$ cat src/core/adc_seq_defines.svh
`ifndef ADC_SEQ_DEFINES_SVH
`define ADC_SEQ_DEFINES_SVH

// Register byte addresses.
`define ADDR_RESULT_LOW 8'h78
`define ADDR_RESULT_HIGH 8'h79
`define ADDR_CTRL_A 8'h7a
`define ADDR_CTRL_B 8'h7b
`define ADDR_INPUT_SELECT 8'h7c
`define ADDR_PIN_DISABLE 8'h7e

// Field positions in control and status register A.
`define CTRL_A_ENABLE 7
`define CTRL_A_START 6
`define CTRL_A_AUTO 5
`define CTRL_A_DONE 4
`define CTRL_A_IRQ_EN 3

// Field position of the left adjust bit in the input select register.
`define INSEL_LEFT_ADJUST 5

// Reset values.
`define RESET_BYTE 8'h00
`define RESET_RESULT 10'h000

// Conversion lengths in converter clock cycles.
`define FIRST_CONV_CYCLES 5'h19
`define NORMAL_CONV_CYCLES 5'h0d

// Trigger source code for free running.
`define TRIG_FREE_RUN 3'h0

`endif

$ cat src/core/adc_seq_pkg.sv
package adc_seq_pkg;

  // Register bus request from software.
  typedef struct packed {
    logic [7:0] addr;
    logic [7:0] wdata;
    logic wr;
    logic rd;
  } reg_req_t;

  // Sequencer states.
  typedef enum logic [2:0] {
    ST_OFF = 3'b001,
    ST_IDLE = 3'b010,
    ST_CONV = 3'b100
  } seq_state_t;

endpackage : adc_seq_pkg

$ cat src/core/adc_clock_prescaler.sv
`timescale 1ns/100ps
`default_nettype none
`include "adc_seq_defines.svh"

// Produces one-cycle converter clock ticks from the system clock.
module adc_clock_prescaler (
  input wire logic ref_clk_i,
  input wire logic rst_i,
  input wire logic run_i,
  input wire logic [2:0] select_i,
  output logic tick_o
);

  // Free-running divider counter.
  logic [6:0] count_q;
  logic [6:0] count_d;
  logic tick_d;
  logic [6:0] limit;

  // Works out the terminal count for the chosen division factor.
  always_comb begin
    case (select_i)
      3'h0, 3'h1: limit = 7'h01;
      3'h2: limit = 7'h03;
      3'h3: limit = 7'h07;
      3'h4: limit = 7'h0f;
      3'h5: limit = 7'h1f;
      3'h6: limit = 7'h3f;
      default: limit = 7'h7f;
    endcase
    count_d = 7'h00;
    tick_d = 1'b0;
    if (run_i) begin
      if (count_q >= limit) begin
        tick_d = 1'b1;
      end else begin
        count_d = count_q + 7'h01;
      end
    end
  end

  // Registers the divider state.
  always_ff @(posedge ref_clk_i or posedge rst_i) begin
    if (rst_i) begin
      count_q <= 7'h00;
      tick_o <= 1'b0;
    end else begin
      count_q <= count_d;
      tick_o <= tick_d;
    end
  end

endmodule : adc_clock_prescaler
`default_nettype wire

$ cat src/core/adc_sequencing_control.sv
`timescale 1ns/100ps
`default_nettype none
`include "adc_seq_defines.svh"

// Summary of operation
// - Enable powers up; clearing aborts conversion.
// - Single mode: each start write outside a running conversion converts.
// - First conversion 25 cycles, later 13.
// - Start bit reads busy; zero writes ignored.
// - Free running: start write begins first.
// - Auto trigger starts on selected rising edge.
// - Done flag set on completion, cleared.
// - Interrupt needs enable and global enable.
// - Prescaler divides system clock 2 to 128.
// - Low byte read locks until high read.
// - Left or right result byte layout.
// - Trigger source ignored without auto trigger.
// - Trigger source code selects flag input.
// - Source switch to set flag triggers.
// - Switching to free running never triggers.
// - Disable bit forces pin input zero.
// - Reference and channel load at conversion start and end.
// - Adjust bit changes presentation immediately.
module adc_sequencing_control (
  input wire logic ref_clk_i,
  input wire logic rst_i,
  input wire logic [7:0] addr_i,
  input wire logic [7:0] wdata_i,
  input wire logic wr_i,
  input wire logic rd_i,
  output logic [7:0] rdata_o,
  input wire logic global_irq_enable_i,
  input wire logic irq_ack_i,
  input wire logic [6:0] trigger_flags_i,
  input wire logic [9:0] sample_i,
  input wire logic [7:0] pin_raw_i,
  output logic [7:0] pin_value_o,
  output logic [7:0] pin_buffer_off_o,
  output logic irq_o,
  output logic converter_power_o,
  output logic sample_strobe_o,
  output logic [1:0] reference_select_o,
  output logic [4:0] channel_select_o
);

  ////////////////////////////////////////////////////////////////////////////
  // Register and state storage.
  ////////////////////////////////////////////////////////////////////////////

  // Bundled bus request.
  adc_seq_pkg::reg_req_t req;
  // Sequencer state.
  adc_seq_pkg::seq_state_t state_q, state_d;
  // Control fields of register A.
  logic enable_q, enable_d;
  logic auto_q, auto_d;
  logic done_q, done_d;
  logic irq_en_q, irq_en_d;
  logic [2:0] prescale_q, prescale_d;
  // Trigger source field of register B.
  logic [2:0] trig_sel_q, trig_sel_d;
  // Input select register as software sees it.
  logic [7:0] insel_q, insel_d;
  // Reference and channel latched for the running conversion.
  logic [1:0] ref_act_q, ref_act_d;
  logic [4:0] chan_act_q, chan_act_d;
  // Pin buffer disable bits.
  logic [7:0] pin_off_q, pin_off_d;
  // Stored result and lock.
  logic [9:0] result_q, result_d;
  logic lock_q, lock_d;
  // A result that waited for the lock to drop.
  logic [9:0] pend_q, pend_d;
  logic pend_valid_q, pend_valid_d;
  // Set until the first conversion after enabling has run.
  logic first_q, first_d;
  // Converter clock cycle counter.
  logic [4:0] cycles_q, cycles_d;
  // Selected trigger level of the previous cycle.
  logic trig_prev_q, trig_prev_d;
  // Registered outputs.
  logic [7:0] rdata_d;
  logic irq_d, strobe_d;
  logic [7:0] pin_value_d;
  // Converter clock tick.
  logic tick;
  // Decoded helpers.
  logic trig_now, start_req, wr_a, wr_start, finish;

  assign req = '{addr: addr_i, wdata: wdata_i, wr: wr_i, rd: rd_i};

  // Selects the trigger flag for a source code; code zero follows the done flag.
  function automatic logic pick_trigger(input logic [2:0] sel, input logic [6:0] flags, input logic done);
    if (sel == `TRIG_FREE_RUN) begin
      pick_trigger = done;
    end else begin
      pick_trigger = flags[sel - 3'h1];
    end
  endfunction : pick_trigger

  // Presents the result as the low or high byte under the adjust setting.
  function automatic logic [7:0] present(input logic [9:0] res, input logic left, input logic high);
    if (left) begin
      present = high ? res[9:2] : {res[1:0], 6'h00};
    end else begin
      present = high ? {6'h00, res[9:8]} : res[7:0];
    end
  endfunction : present

  ////////////////////////////////////////////////////////////////////////////
  // Converter clock.
  ////////////////////////////////////////////////////////////////////////////

  // Divides the system clock while the converter is powered.
  adc_clock_prescaler u_prescaler (
    .ref_clk_i(ref_clk_i),
    .rst_i(rst_i),
    .run_i(enable_q),
    .select_i(prescale_q),
    .tick_o(tick)
  );

  ////////////////////////////////////////////////////////////////////////////
  // Next-state logic.
  ////////////////////////////////////////////////////////////////////////////

  // Computes every next value of the block.
  always_comb begin
    wr_a = req.wr && (req.addr == `ADDR_CTRL_A);
    wr_start = wr_a && req.wdata[`CTRL_A_START];
    enable_d = enable_q;
    auto_d = auto_q;
    irq_en_d = irq_en_q;
    prescale_d = prescale_q;
    trig_sel_d = trig_sel_q;
    insel_d = insel_q;
    pin_off_d = pin_off_q;
    done_d = done_q;
    state_d = state_q;
    first_d = first_q;
    cycles_d = cycles_q;
    ref_act_d = ref_act_q;
    chan_act_d = chan_act_q;
    result_d = result_q;
    lock_d = lock_q;
    pend_d = pend_q;
    pend_valid_d = pend_valid_q;
    strobe_d = 1'b0;
    rdata_d = 8'h00;
    finish = 1'b0;
    // Software register writes.
    if (wr_a) begin
      enable_d = req.wdata[`CTRL_A_ENABLE];
      auto_d = req.wdata[`CTRL_A_AUTO];
      irq_en_d = req.wdata[`CTRL_A_IRQ_EN];
      prescale_d = req.wdata[2:0];
    end
    if (req.wr && (req.addr == `ADDR_CTRL_B)) begin
      trig_sel_d = req.wdata[2:0];
    end
    if (req.wr && (req.addr == `ADDR_INPUT_SELECT)) begin
      insel_d = req.wdata;
    end
    if (req.wr && (req.addr == `ADDR_PIN_DISABLE)) begin
      pin_off_d = req.wdata;
    end
    trig_now = pick_trigger(trig_sel_d, trigger_flags_i, done_q);
    trig_prev_d = trig_now;
    start_req = wr_start || (auto_q && trig_now && !trig_prev_q &&
                !((trig_sel_d == `TRIG_FREE_RUN) && (trig_sel_q != `TRIG_FREE_RUN)));
    // Sequencer.
    case (state_q)
      adc_seq_pkg::ST_OFF: begin
        first_d = 1'b1;
        if (enable_d) begin
          if (start_req) begin
            state_d = adc_seq_pkg::ST_CONV;
            cycles_d = 5'h00;
            ref_act_d = insel_d[7:6];
            chan_act_d = insel_d[4:0];
          end else begin
            state_d = adc_seq_pkg::ST_IDLE;
          end
        end
      end
      adc_seq_pkg::ST_IDLE: begin
        if (start_req) begin
          state_d = adc_seq_pkg::ST_CONV;
          cycles_d = 5'h00;
          ref_act_d = insel_d[7:6];
          chan_act_d = insel_d[4:0];
        end
      end
      adc_seq_pkg::ST_CONV: begin
        if (tick) begin
          cycles_d = cycles_q + 5'h01;
          if (cycles_d == (first_q ? `FIRST_CONV_CYCLES : `NORMAL_CONV_CYCLES)) begin
            finish = 1'b1;
            first_d = 1'b0;
            strobe_d = 1'b1;
            ref_act_d = insel_d[7:6];
            chan_act_d = insel_d[4:0];
            cycles_d = 5'h00;
            if (!(auto_q && (trig_sel_q == `TRIG_FREE_RUN))) begin
              state_d = adc_seq_pkg::ST_IDLE;
            end
          end
        end
      end
      default: begin
        state_d = adc_seq_pkg::ST_OFF;
      end
    endcase
    if (!enable_d) begin
      state_d = adc_seq_pkg::ST_OFF;
    end
    if (req.rd && (req.addr == `ADDR_RESULT_LOW)) begin
      lock_d = 1'b1;
    end
    if (req.rd && (req.addr == `ADDR_RESULT_HIGH)) begin
      lock_d = 1'b0;
    end
    if (finish) begin
      if (lock_q) begin
        pend_d = sample_i;
        pend_valid_d = 1'b1;
      end else begin
        result_d = sample_i;
      end
    end else if (pend_valid_q && !lock_q) begin
      result_d = pend_q;
      pend_valid_d = 1'b0;
    end
    if (finish) begin
      done_d = 1'b1;
    end else if (irq_ack_i || (wr_a && req.wdata[`CTRL_A_DONE])) begin
      done_d = 1'b0;
    end
    // Read data, valid only in the cycle after the read strobe.
    if (req.rd) begin
      case (req.addr)
        `ADDR_RESULT_LOW: rdata_d = present(result_q, insel_q[`INSEL_LEFT_ADJUST], 1'b0);
        `ADDR_RESULT_HIGH: rdata_d = present(result_q, insel_q[`INSEL_LEFT_ADJUST], 1'b1);
        `ADDR_CTRL_A: rdata_d = {enable_q, (state_q == adc_seq_pkg::ST_CONV), auto_q, done_q, irq_en_q,
                                 prescale_q};
        `ADDR_CTRL_B: rdata_d = {5'h00, trig_sel_q};
        `ADDR_INPUT_SELECT: rdata_d = insel_q;
        `ADDR_PIN_DISABLE: rdata_d = pin_off_q;
        default: rdata_d = 8'h00;
      endcase
    end
    irq_d = done_d && irq_en_d && global_irq_enable_i;
    pin_value_d = pin_raw_i & ~pin_off_d;
  end

  ////////////////////////////////////////////////////////////////////////////
  // State registers.
  ////////////////////////////////////////////////////////////////////////////

  // Registers all state and every output.
  always_ff @(posedge ref_clk_i or posedge rst_i) begin
    if (rst_i) begin
      state_q <= adc_seq_pkg::ST_OFF;
      enable_q <= 1'b0;
      auto_q <= 1'b0;
      done_q <= 1'b0;
      irq_en_q <= 1'b0;
      prescale_q <= 3'h0;
      trig_sel_q <= 3'h0;
      insel_q <= `RESET_BYTE;
      pin_off_q <= `RESET_BYTE;
      ref_act_q <= 2'h0;
      chan_act_q <= 5'h00;
      result_q <= `RESET_RESULT;
      pend_q <= `RESET_RESULT;
      pend_valid_q <= 1'b0;
      lock_q <= 1'b0;
      first_q <= 1'b1;
      cycles_q <= 5'h00;
      trig_prev_q <= 1'b0;
      rdata_o <= `RESET_BYTE;
      irq_o <= 1'b0;
      sample_strobe_o <= 1'b0;
      pin_value_o <= `RESET_BYTE;
      pin_buffer_off_o <= `RESET_BYTE;
      converter_power_o <= 1'b0;
      reference_select_o <= 2'h0;
      channel_select_o <= 5'h00;
    end else begin
      state_q <= state_d;
      enable_q <= enable_d;
      auto_q <= auto_d;
      done_q <= done_d;
      irq_en_q <= irq_en_d;
      prescale_q <= prescale_d;
      trig_sel_q <= trig_sel_d;
      insel_q <= insel_d;
      pin_off_q <= pin_off_d;
      ref_act_q <= ref_act_d;
      chan_act_q <= chan_act_d;
      result_q <= result_d;
      pend_q <= pend_d;
      pend_valid_q <= pend_valid_d;
      lock_q <= lock_d;
      first_q <= first_d;
      cycles_q <= cycles_d;
      trig_prev_q <= trig_prev_d;
      rdata_o <= rdata_d;
      irq_o <= irq_d;
      sample_strobe_o <= strobe_d;
      pin_value_o <= pin_value_d;
      pin_buffer_off_o <= pin_off_d;
      converter_power_o <= enable_d;
      reference_select_o <= ref_act_d;
      channel_select_o <= chan_act_d;
    end
  end

endmodule : adc_sequencing_control
`default_nettype wire

$ cat config.mk
export PLATFORM = sky130hd
export DESIGN_NAME = adc_sequencing_control
export DESIGN_NICKNAME = d
export VERILOG_FILES = /design/src/core/adc_seq_pkg.sv /design/src/core/adc_clock_prescaler.sv /design/src/core/adc_sequencing_control.sv
export VERILOG_INCLUDE_DIRS = /design/src /design/src/core
export SDC_FILE = /design/constraint.sdc
export NUM_CORES = 1
export LEC_CHECK = 0
export BUFFER_PORTS_ARGS = -buffer_cell sky130_fd_sc_hd__buf_2
export CAP_MARGIN = 0
export CORE_ASPECT_RATIO = 0.6
export CORE_MARGIN = 4
export CORE_UTILIZATION = 30
export CTS_CLUSTER_DIAMETER = 40
export DETAILED_ROUTE_END_ITERATION = 7
export PLACE_DENSITY = 0.57
export SYNTH_ARGS = -nofsm -noshare
export SYNTH_HDL_FRONTEND = slang
export SYNTH_HIERARCHICAL = 1
export SYNTH_SLANG_ARGS = --single-unit
$ cat constraint.sdc
create_clock -name ref_clk_i -period 4.7 [get_ports ref_clk_i]
set_input_delay 0.235 -clock ref_clk_i [delete_from_list [all_inputs] [get_ports ref_clk_i]]
set_output_delay 0.235 -clock ref_clk_i [all_outputs]
set_load 0.01 [all_outputs]
# After elaboration in Yosys (flattened, before gate mapping)

Index checks and enable logic that the tools add are counted.

Register bits: 91
Input bits: 47
Output and inout bits: 34

$add $sub $neg: 3
Magnitude comparators: 2
Equality and inequality tests: 25
Multiplexer cells: 56
Bitwise operators: 2
Reductions and logical operators: 37

Operators by type and width:

| kind                | number |
|---|---|
| $eq 8x7->1 const B  | 6 |
| $pmux 8 s6          | 1 |
| $mux 5              | 9 |
| $pmux 7 s6          | 1 |
| $mux 8              | 5 |
| $mux 10             | 3 |
| $pmux 5 s3          | 2 |
| $mux 3              | 7 |
| $mux 1              | 18 |
| $logic_and 1x1->1   | 16 |
| $mux 7              | 2 |
| $eq 3x3->1 const B  | 4 |
| $eq 3x2->1 const B  | 3 |
| $logic_not 3->1     | 3 |
| $ne 3x3->1 const B  | 3 |
| $pmux 3 s3          | 1 |
| $and 8x8->8         | 1 |
| $mux 2              | 4 |
| $ne 2x2->1 const B  | 4 |
| $not 8->8           | 1 |
| $reduce_and 4->1    | 2 |
| $add 7x1->7 const B | 1 |
| $ge 7x7->1          | 1 |
| $eq 3x1->1 const B  | 2 |
| 16 further kinds    | 25 |

# Depth between registers and ports, before layout

Gate-level depths: netlist of run 1.

Word-level depth: 14
Mapped depth: 13
Gate-level depth less buffers: 12

# Hierarchy

The synthesis of run 1 kept the hierarchy.

By module, submodules not included:

| module                 | times used | cells an instance | area each (um2) | sequential area each (um2) |
|---|---|---|---|---|
| adc_sequencing_control | 1          | 382               | 4,205.3         | 2,079.5 |
| adc_clock_prescaler    | 1          | 50                | 494.2           | 200.2 |

# Least setup slack after synthesis of run 1

No wires, ideal clock.

Kind: input port to flip-flop
Start point: input port addr_i[0]
End point: register chan_act_q[0]
Library setup time: 0.125 ns
Data arrival time: 2.908 ns
Data required time: 4.575 ns
Slack: 1.667 ns
Cell stages on the path: 13
Path buffers: 1
Cell sequence: buf_2 -> nand3_1 -> nor3_2 -> mux2_2 -> inv_1 -> ha_1 -> mux4_2 -> nor4_1 -> o21ai_1 -> and4_4 -> nand3_4 -> a21oi_4 -> mux2_4

Cells in the longest elaborated chain, start to end: 14

RTL lines:

| item                           | RTL line                                                     | RTL |
|---|---|---|
| start: declaration             | adc_sequencing_control.sv:27                                 | `input wire logic [7:0] addr_i,` |
| $eq 8x7->1 *                   | n/a                                                          |  |
| $logic_and 1x1->1 *            | adc_sequencing_control.sv:158                                | `` if (req.wr && (req.addr == `ADDR_CTRL_B)) begin `` |
| $mux 3 *                       | adc_sequencing_control.sv:158                                |  |
| net trig_sel_d[0]              | adc_sequencing_control.sv:61                                 | `logic [2:0] trig_sel_q, trig_sel_d;` |
| $sub 3x1->3                    | adc_sequencing_control.sv:97                                 | `pick_trigger = flags[sel - 3'h1];` |
| $bmux 1 s3                     | adc_sequencing_control.sv:97                                 |  |
| $mux 1 (implied by the code)   | adc_sequencing_control.sv:97                                 |  |
| $mux 1                         | adc_sequencing_control.sv:94                                 | `` if (sel == `TRIG_FREE_RUN) begin `` |
| $logic_and 1x1->1 (2 in a row) | adc_sequencing_control.sv:169                                | `start_req = wr_start \|\| (auto_q && trig_now && !trig_prev_q &&` |
| $logic_and 1x1->1 *            | adc_sequencing_control.sv:169                                |  |
| $logic_or 1x1->1 *             | adc_sequencing_control.sv:169                                |  |
| $mux 5 *                       | adc_sequencing_control.sv:176, adc_sequencing_control.sv:187 |  |
| $mux 5                         | adc_sequencing_control.sv:175                                | `if (enable_d) begin` |
| $pmux 5 s3 *                   | adc_sequencing_control.sv:172                                | `case (state_q)` |
| end signal: assignment         | adc_sequencing_control.sv:300                                | `chan_act_q <= chan_act_d;` |
| end: declaration               | adc_sequencing_control.sv:66                                 | `logic [4:0] chan_act_q, chan_act_d;` |

The timed path passes the listed nets; every way through them passes the cells marked *. The select of a mux whose other input is x is not followed.
A chain may end at the register's enable or synchronous reset.

# Worst setup path after layout of run 1

Start point: input port addr_i[1]
End point: register chan_act_q[1]

Same word-level chain as after synthesis.

==> results.sh, run 1 <==
export IMPL_drv_slew=0
export IMPL_hold_slack_ps=83.9
export IMPL_worst_pin_slew_ps=820
export IMPL_htreeDepth=3
export IMPL_antenna_found_initial=0
export IMPL_grt_pass1_wl_um=20100
export IMPL_r2r_end="chan_act_q[1]$_DFFE_PP0P_"
export IMPL_final_min_clock_period_ps=3440
export IMPL_r2r_start="trig_sel_q[0]$_DFF_PP0_"
export IMPL_outcome="finished clean"
export IMPL_syn_num_nets=490
export IMPL_die_h_um=105
export IMPL_gp_congestion=0.839
export IMPL_drt_iter0_drc=226
export IMPL_period_share_pct=73.2
export IMPL_cts_tree="built"
export IMPL_cts_setup_buffers=0
export IMPL_tns_ps=0
export IMPL_clock_path_buffers=2
export IMPL_cts_buffers_inserted=9
export IMPL_end_kind="flop"
export IMPL_hp_class="in2reg"
export IMPL_root_buffer="clkbuf_16"
export IMPL_initial_core_util_pct=30.7
export IMPL_worstRegToRegCells=10
export IMPL_power_leakage_nw=2.60
export IMPL_syn_inst=432
export IMPL_start_kind="input pin"
export IMPL_syn_to_final_growth_pct=19.8
export IMPL_ys_flop_type="dfrtp_1"
export IMPL_cp_required_ps=4930
export IMPL_postRouteWirelength_um=12200
export IMPL_synth_mux_area_share_pct=13.9
export IMPL_ant_nets=0
export IMPL_holdBufCountCts=1
export IMPL_setup_viol=0
export IMPL_portBuffers=80
export IMPL_grt_overflow_total=0
export IMPL_timing_slew_headroom_pct=45.0
export IMPL_synthAdderAreaFrac_pct=3.14
export IMPL_peakVddDrop_v=0.000216
export IMPL_coreArea_um2=15300
export IMPL_yosysWarnings=6
export IMPL_die_area_um2=17800
export IMPL_hpwl_um=9390
export IMPL_synthSimpleGateAreaFrac_pct=16.6
export IMPL_clk_latency_ps=350
export IMPL_cts_repair_resized=0
export IMPL_grt_max_degree=49
export IMPL_synth_edf_count=0
export IMPL_crit_type="in2reg"
export IMPL_drive_above_1_share_pct=31.9
export IMPL_worstSetupStartpoint="addr_i[1]"
export IMPL_row_count=35
export IMPL_setup_ws_ps=1260
export IMPL_cap_violations=0
export IMPL_crit_path_max_fanout=31
export IMPL_insertedDiodeCount=0
export IMPL_regToRegSetupSlack_ps=1910
export IMPL_yosys_register_bits=91
export IMPL_cts_num_sinks=91
export IMPL_ys_seq_area_share_pct=48.5
export IMPL_synth_area_per_cell_um2=10.9
export IMPL_regArea_um2=2280
export IMPL_die_w_um=170
export IMPL_syn_area_um2=4700
export IMPL_grt_pass1_vias=3756
export IMPL_synthDistinctLibCells=73
export IMPL_synth_compound_area_share_pct=13.6
export IMPL_cts_clk_slew_worst_paths_ps=70
export IMPL_dp_slack_ps=904
export IMPL_fin_skew_ps=10.1
export IMPL_synth_xor_area_share_pct=0.932
export IMPL_rsz0062_at_grt="no"
export IMPL_avgRoutedWirePerCell_um=17.0
export IMPL_p_total_w=0.00170
export IMPL_synth_top_family_by_area="simple AND/OR/NAND/NOR gates"
export IMPL_power_density_nw_per_um2=303
export IMPL_fmax_ghz=0.291
export IMPL_track_usage_pct=14.1
export IMPL_nets=571
export IMPL_async_reset_ff_share_pct=100
export IMPL_num_vias=3625
export IMPL_cp_arrival_ps=3670
export IMPL_nFillCells=1533
export IMPL_dr_pass1_iters=4
export IMPL_endpoint="chan_act_q[1]$_DFFE_PP0P_"
export IMPL_drcViolationCount=0
export IMPL_multi_input_area_um2=2260
export IMPL_finalHoldViolCount=0
export IMPL_via_per_inst=5.03
export IMPL_pin_count=81
synth_stat cells, types with 4 or more instances:
| cell | instances | area share (%) |
|---|---|---|
| mux2_2 | 33 | 7.9 |
| clkbuf_1 | 10 | 0.80 |
| mux2i_1 | 13 | 2.8 |
| mux2_4 | 7 | 2.2 |
| nor3b_1 | 4 | 0.64 |
| a21oi_1 | 28 | 3.0 |
| o21ai_0 | 8 | 0.85 |
| ha_1 | 11 | 2.9 |
| nor2b_1 | 8 | 1.1 |
| inv_1 | 27 | 2.2 |
| a21boi_0 | 5 | 0.80 |
| o22ai_1 | 12 | 1.6 |
| and3_1 | 4 | 0.53 |
| nand3_1 | 20 | 2.1 |
| dfrtp_1 | 89 | 47 |
| nand2_1 | 27 | 2.2 |
| nor3_1 | 4 | 0.43 |
| nor2_1 | 41 | 3.3 |
| a22oi_1 | 4 | 0.64 |
power breakdown:
group	switching [W]	internal, W	total [W]	leakage (nW)
clock	0.000340	0.000390	0.000730	0.147
sequential	0.0000217	0.000806	0.000828	1.14
combinational	0.0000860	0.0000618	0.000148	1.31
total	0.000447	0.00126	0.00170	2.60
registers in the layout, summed over array words and instances, names as in the netlist, 2 cells and up:
name	count
pend_q	10
result_q	10
insel_q	8
pin_off_q	8
pin_value_o	8
rdata_o	8
u_prescaler/count_q	7
chan_act_q	5
cycles_q	5
prescale_q	3
state_q	3
trig_sel_q	3
ref_act_q	2
logic make-up after synthesis:
logic type,Yosys count
xor+xnor,5
flops,91
fa+ha+maj,12
mux,55
compound gates,91
buf+inv,40
simple gates,138
worst min-delay path by stage:
| stage | start | endpoint | slack, ps | cells after the start |
|---|---|---|---|---|
| 3_5_place_dp | rst_i | u_prescaler/tick_o$_DFF_PP0_ | 230 | 2 |
| 4_1_cts | pin_raw_i[5] | pin_value_o[5]$_DFF_PP0_ | 70 | 3 |
| 6_report | pin_raw_i[4] | pin_value_o[4]$_DFF_PP0_ | 80 | 3 |
| 3_3_place_gp | rst_i | u_prescaler/count_q[6]$_DFF_PP0_ | 220 | 2 |
| 5_1_grt | pin_raw_i[4] | pin_value_o[4]$_DFF_PP0_ | 80 | 3 |
| 2_1_floorplan | rst_i | u_prescaler/count_q[0]$_DFF_PP0_ | 50 | 1 |
per-layer routing:
metal	track usage (%)	routed length [um]	up-vias
met3	3.33	666	12
met2	21.2	5480	73
met4	3.45	131	0
met5	0	0	-
met1	20.5	5950	1811
li1	-	-	1729
cell usage in the layout (no fill, tap or decap), types with 5 or more instances in the layout:
cell type   n
a21boi_0    5
a21oi_1    28
buf_2      80
clkbuf_16   9
dfrtp_1    89
ha_1       11
inv_1      26
mux2_2     33
mux2_4      7
mux2i_1    13
nand2_1    27
nand3_1    20
nor2_1     41
nor2b_1     8
o21ai_0     8
o22ai_1    12
worst max-delay path: stages:
cell and delay, ps:
buf_2 440, nand3_1 280, nor3_2 420, mux2_2 400, inv_1 80, ha_1 280, mux4_2 250, nor4_1 50
o21ai_1 120, and4_4 280, nand3_4 110, a21oi_4 380, mux2_4 340
metrics by stage:
stage | area [um2] | util (%) | instances
final | 5630 | 36.7 | 721
after global routing | 5630 | 36.7 | 721
after CTS | 5630 | 36.7 | 721
after detailed placement | 5310 | 34.7 | 704
after global placement | 5310 | 34.7 | 704
after floorplan | 4700 | - | 432
area by class of cell:
cell class | count | share of cell area, %
sequential | 91 | 40.5
tap | 203 | 4.51
timing repair buffer | 83 | 7.56
inverter | 27 | 1.82
clock inverter | 6 | 1.18
clock buffer | 10 | 4.25
multi-input combinational | 301 | 40.2
(Power assumes the default switching activity.)
==> run 2, diff against run 1 <==
Settings changed: PLACE_DENSITY 0.57 to 0.59.
Clock period 4.7 ns to 2.8 ns, I/O delays scaled along.
==> results.sh, run 2 (same netlist as run 1, synthesis figures left out) <==
export IMPL_final_min_clock_period_ps=2590
export IMPL_setup_ws_ps=214
export IMPL_postRouteWirelength_um=12600
export IMPL_grt_most_used_layer="met1"
export IMPL_insertedDiodeCount=0
export IMPL_initial_core_util_pct=30.7
export IMPL_cts_setup_buffers=0
export IMPL_worst_pin_slew_ps=948
export IMPL_hpwl_um=9650
export IMPL_grt_pass1_wl_um=20800
export IMPL_crit_type="in2reg"
export IMPL_portBuffers=80
export IMPL_cp_arrival_ps=2810
export IMPL_cts_buffers_inserted=9
export IMPL_p_total_w=0.00301
export IMPL_multi_input_area_um2=2300
export IMPL_r2r_end="chan_act_q[1]$_DFFE_PP0P_"
export IMPL_start_kind="input pin"
export IMPL_stdcell_count=743
export IMPL_cts_clk_slew_worst_paths_ps=70
export IMPL_rsz0062_at_grt="no"
export IMPL_coreArea_um2=15300
export IMPL_root_buffer="clkbuf_16"
export IMPL_regArea_um2=2280
export IMPL_cts_repair_resized=0
export IMPL_min_path_cells=3
export IMPL_grt_use_met3_pct=3.36
export IMPL_end_kind="flop"
export IMPL_finalHoldViolCount=0
export IMPL_drv_slew=0
export IMPL_die_area_um2=17800
export IMPL_clk_latency_ps=350
export IMPL_stdcell_area_um2=5870
export IMPL_drt_iter0_drc=340
export IMPL_period_share_pct=92.4
export IMPL_dp_cells=721
export IMPL_placed_area_um2=5480
export IMPL_setup_viol=0
export IMPL_syn_to_final_growth_pct=24.8
export IMPL_drive_above_1_share_pct=33.9
export IMPL_avgRoutedWirePerCell_um=16.9
export IMPL_row_count=35
export IMPL_die_h_um=105
export IMPL_grt_pass1_vias=3931
export IMPL_hp_class="in2reg"
export IMPL_crit_path_max_fanout=7
export IMPL_clock_path_buffers=2
export IMPL_peakVddDrop_v=0.000220
export IMPL_regToRegSetupSlack_ps=220
export IMPL_outcome="finished clean"
export IMPL_reg_top3="pend_q x10, result_q x10"
export IMPL_use_met2_pct=21.4
export IMPL_pin_count=81
export IMPL_timing_slew_headroom_pct=36.8
export IMPL_die_w_um=170
export IMPL_num_vias=3710
export IMPL_nFillCells=1527
export IMPL_r2r_start="trig_sel_q[1]$_DFF_PP0_"
export IMPL_cp_required_ps=3030
export IMPL_worstRegToRegCells=9
export IMPL_dp_slack_ps=-121
export IMPL_antenna_found_initial=0
export IMPL_layout_common_cells="dfrtp_1 (89), buf_2 (80), nor2_1 (41)"
export IMPL_fmax_ghz=0.387
export IMPL_gp_congestion=0.852
export IMPL_track_usage_pct=14.6
export IMPL_cap_violations=0
export IMPL_via_per_inst=4.99
export IMPL_cts_tree="built"
export IMPL_grtUsageMet1_pct=22.1
export IMPL_hold_path_end="pin_value_o[0]$_DFF_PP0_"
export IMPL_nets=594
export IMPL_holdBufCountCts=7
export IMPL_grt_overflow_total=0
export IMPL_layout_commonest_cell="dfrtp_1"
export IMPL_cts_num_sinks=91
export IMPL_grt_max_degree=54
export IMPL_dr_pass1_iters=4
export IMPL_ant_nets=0
export IMPL_drcViolationCount=0
export IMPL_power_density_nw_per_um2=512
export IMPL_htreeDepth=3
export IMPL_fin_skew_ps=12.8
export IMPL_min_from="pin_raw_i[0]"
export IMPL_power_leakage_nw=2.73
run 2: cell count changes in the layout (fill, tap and decap cells not counted), sizes merged:
cell         before  now
bufinv            0    2
buf              82   99
clkbuf           10    9
dlygate4sd3       1    7
clkinv            3    1
run 2: worst max-delay path, stage by stage:
cell      delay, ps
buf_2           100
nand4b_4        180
nor3_4          250
mux2i_1         390
ha_4            280
mux4_2          220
nor4_1           50
o21ai_1         110
and4_4          280
nand3_4          90
a21oi_4         380
mux2_4          340
run 2: power by group:
part	internal, W	switching (W)
combinational	0.000125	0.000156
sequential	0.00135	0.0000350
clock	0.000790	0.000546
run 2: metal layers:
| metal | up-vias | routed length (um) |
|---|---|---|
| li1 | 1773 | - |
| met1 | 1826 | 6280 |
| met2 | 99 | 5500 |
| met3 | 12 | 681 |
| met4 | 0 | 106 |
| met5 | - | 0 |
run 2: worst max path at each step:
| stage | from | slack (ps) | endpoint |
|---|---|---|---|
| 6_report | addr_i[7] | 210 | chan_act_q[1]$_DFFE_PP0P_ |
| 5_1_grt | addr_i[7] | 80 | chan_act_q[1]$_DFFE_PP0P_ |
| 4_1_cts | trig_sel_q[1]$_DFF_PP0_ | 210 | chan_act_q[1]$_DFFE_PP0P_ |
| 3_5_place_dp | addr_i[7] | -120 | ref_act_q[0]$_DFFE_PP0P_ |
| 3_3_place_gp | addr_i[7] | -30 | chan_act_q[3]$_DFFE_PP0P_ |
| 2_1_floorplan | addr_i[0] | 2 | chan_act_q[0]$_DFFE_PP0P_ |
run 2: per-stage QoR:
stage	utilization (%)	hold WS (ps)	TNS [ps]
after floorplan	-	-44.3	0
after global placement	35.7	127	-209
after detailed placement	35.7	144	-872
after CTS	38.3	3.10	0
after global routing	38.3	22.5	0
final	38.3	17.6	0
run 2: final cells by class:
cell class / instances / area share (%)
Clock buffer: 9 / 3.84
Clock inverter: 6 / 1.64
Inverter: 27 / 1.75
Multi-Input combinational cell: 301 / 39.1
Sequential cell: 91 / 38.9
Tap cell: 203 / 4.33
Timing Repair Buffer: 106 / 10.4
==> run 3, diff against run 2 <==
Settings changed: CORE_MARGIN 4 to 1.
==> results.sh, run 3 (same netlist as run 1, synthesis figures left out) <==
export IMPL_hold_path_end="pin_value_o[2]$_DFF_PP0_"
export IMPL_p_int_w=0.00219
export IMPL_p_switching_w=0.000731
export IMPL_hp_class="in2reg"
export IMPL_htreeDepth=3
export IMPL_period_share_pct=92.3
export IMPL_nets=594
export IMPL_hold_slack_ps=14.8
export IMPL_crit_type="reg2reg"
export IMPL_cap_violations=0
export IMPL_dp_slack_ps=-132
export IMPL_reg_top3="pend_q x10, result_q x10"
export IMPL_rsz0062_at_grt="no"
export IMPL_row_count=35
export IMPL_die_w_um=164
export IMPL_grt_overflow_total=0
export IMPL_end_kind="flop"
export IMPL_clockPowerShare_pct=42.7
export IMPL_power_leakage_nw=2.73
export IMPL_gp_congestion=0.868
export IMPL_outcome="finished clean"
export IMPL_cts_tree="built"
export IMPL_p_total_w=0.00292
export IMPL_ant_nets=0
export IMPL_insertedDiodeCount=0
export IMPL_cts_setup_buffers=0
export IMPL_start_kind="flop"
export IMPL_p_seq_share_pct=47.6
export IMPL_die_h_um=99.0
export IMPL_die_area_um2=16200
export IMPL_grt_pass1_wl_um=20400
export IMPL_layout_common_cells="dfrtp_1 (89), buf_2 (80), nor2_1 (41)"
export IMPL_track_usage_pct=16.4
export IMPL_min_from="pin_raw_i[2]"
export IMPL_cp_arrival_ps=2810
export IMPL_initial_core_util_pct=30.7
export IMPL_pin_count=81
export IMPL_num_vias=3758
export IMPL_power_density_nw_per_um2=497
export IMPL_hpwl_um=9690
export IMPL_root_buffer="clkbuf_16"
export IMPL_cts_buffers_inserted=9
export IMPL_crit_path_max_fanout=7
export IMPL_antenna_found_initial=0
export IMPL_worst_pin_slew_ps=764
export IMPL_final_min_clock_period_ps=2580
export IMPL_fmax_ghz=0.387
export IMPL_cp_required_ps=3020
export IMPL_clk_latency_ps=340
export IMPL_grt_pass1_vias=3812
export IMPL_syn_to_final_growth_pct=24.8
export IMPL_worstRegToRegCells=9
export IMPL_r2r_start="trig_sel_q[1]$_DFF_PP0_"
export IMPL_grt_max_degree=46
export IMPL_via_per_inst=5.05
export IMPL_power_switching_share_pct=25.1
export IMPL_setup_viol=0
export IMPL_cts_clk_slew_worst_paths_ps=70
export IMPL_placed_area_um2=5480
export IMPL_avgRoutedWirePerCell_um=16.8
export IMPL_dr_pass1_iters=7
export IMPL_fin_skew_ps=5.91
export IMPL_drt_iter0_drc=246
export IMPL_layout_commonest_cell="dfrtp_1"
export IMPL_stdcell_area_um2=5860
export IMPL_coreArea_um2=15300
export IMPL_cts_num_sinks=91
export IMPL_finalHoldViolCount=0
export IMPL_tns_ps=0
export IMPL_drv_slew=0
export IMPL_min_path_cells=3
export IMPL_setup_ws_ps=215
export IMPL_drive_above_1_share_pct=33.6
export IMPL_postRouteWirelength_um=12500
export IMPL_regToRegSetupSlack_ps=220
export IMPL_peakVddDrop_v=0.000259
export IMPL_share_comb_of_total_power_pct=9.7
export IMPL_portBuffers=80
export IMPL_r2r_end="ref_act_q[0]$_DFFE_PP0P_"
export IMPL_clock_path_buffers=2
export IMPL_drcViolationCount=0
export IMPL_timing_slew_headroom_pct=48.7
==> run 3: layout make-up <==
cell class / count / area [um2]
clock inverters: 6 / 73.8
fillers: 1528 / 9460
clock buffers: 10 / 229
flip-flops and latches: 91 / 2280
inverters: 27 / 103
repair buffers: 106 / 628
multi-input cells: 301 / 2300
well taps: 203 / 254
==> run 3: how the worst max path moves through the flow <==
| stage | startpoint | endpoint | slack (ps) |
|---|---|---|---|
| after floorplan | addr_i[0] | chan_act_q[0]$_DFFE_PP0P_ | 2 |
| after global placement | addr_i[7] | chan_act_q[3]$_DFFE_PP0P_ | -40 |
| after detailed placement | addr_i[7] | ref_act_q[0]$_DFFE_PP0P_ | -130 |
| after CTS | trig_sel_q[1]$_DFF_PP0_ | ref_act_q[0]$_DFFE_PP0P_ | 210 |
| after global routing | addr_i[7] | chan_act_q[3]$_DFFE_PP0P_ | 90 |
| final | trig_sel_q[1]$_DFF_PP0_ | ref_act_q[0]$_DFFE_PP0P_ | 220 |
==> run 3: worst max-delay path, cell delays in order (launching register included) <==
cell and delay, ps:
dfrtp_1 420, mux2i_1 300, ha_4 280, mux4_2 230
nor4_1 50, o21ai_1 100, and4_4 270, nand3_4 80
a21oi_4 380, mux2_4 340
==> run 3: metal layers <==
metal / GRT usage [%] / vias to the layer above / routed length [um]
li1: - / 1760 / -
met1: 23.9 / 1872 / 6130
met2: 24.8 / 114 / 5550
met3: 3.58 / 12 / 700
met4: 3.21 / 0 / 93
met5: 0 / - / 0
==> run 3: power groups by stage <==
stage | Sequential (W) | Clock (W) | Combinational [W]
2_1_floorplan | 0.00141 | 0 | 0.000156
6_report | 0.00139 | 0.00124 | 0.000283
3_5_place_dp | 0.00141 | 0 | 0.000277
3_3_place_gp | 0.00141 | 0 | 0.000267
5_1_grt | 0.00139 | 0.00133 | 0.000313
4_1_cts | 0.00139 | 0.00128 | 0.000286
==> run 3: what timing repair did <==
| action | CTS | global route |
|---|---|---|
| hold buffers | 8 | 0 |
| setup endpoints to repair | 0 | 0 |
| gates resized for setup | 0 | 0 |
| endpoints found under the hold margin | 51 | 0 |
==> run 3: metrics by stage <==
step | util, % | std cells
finish | 38.3 | 744
global route | 38.3 | 744
CTS | 38.3 | 744
detailed placement | 35.8 | 720
global placement | 35.8 | 720
floorplan | - | 432
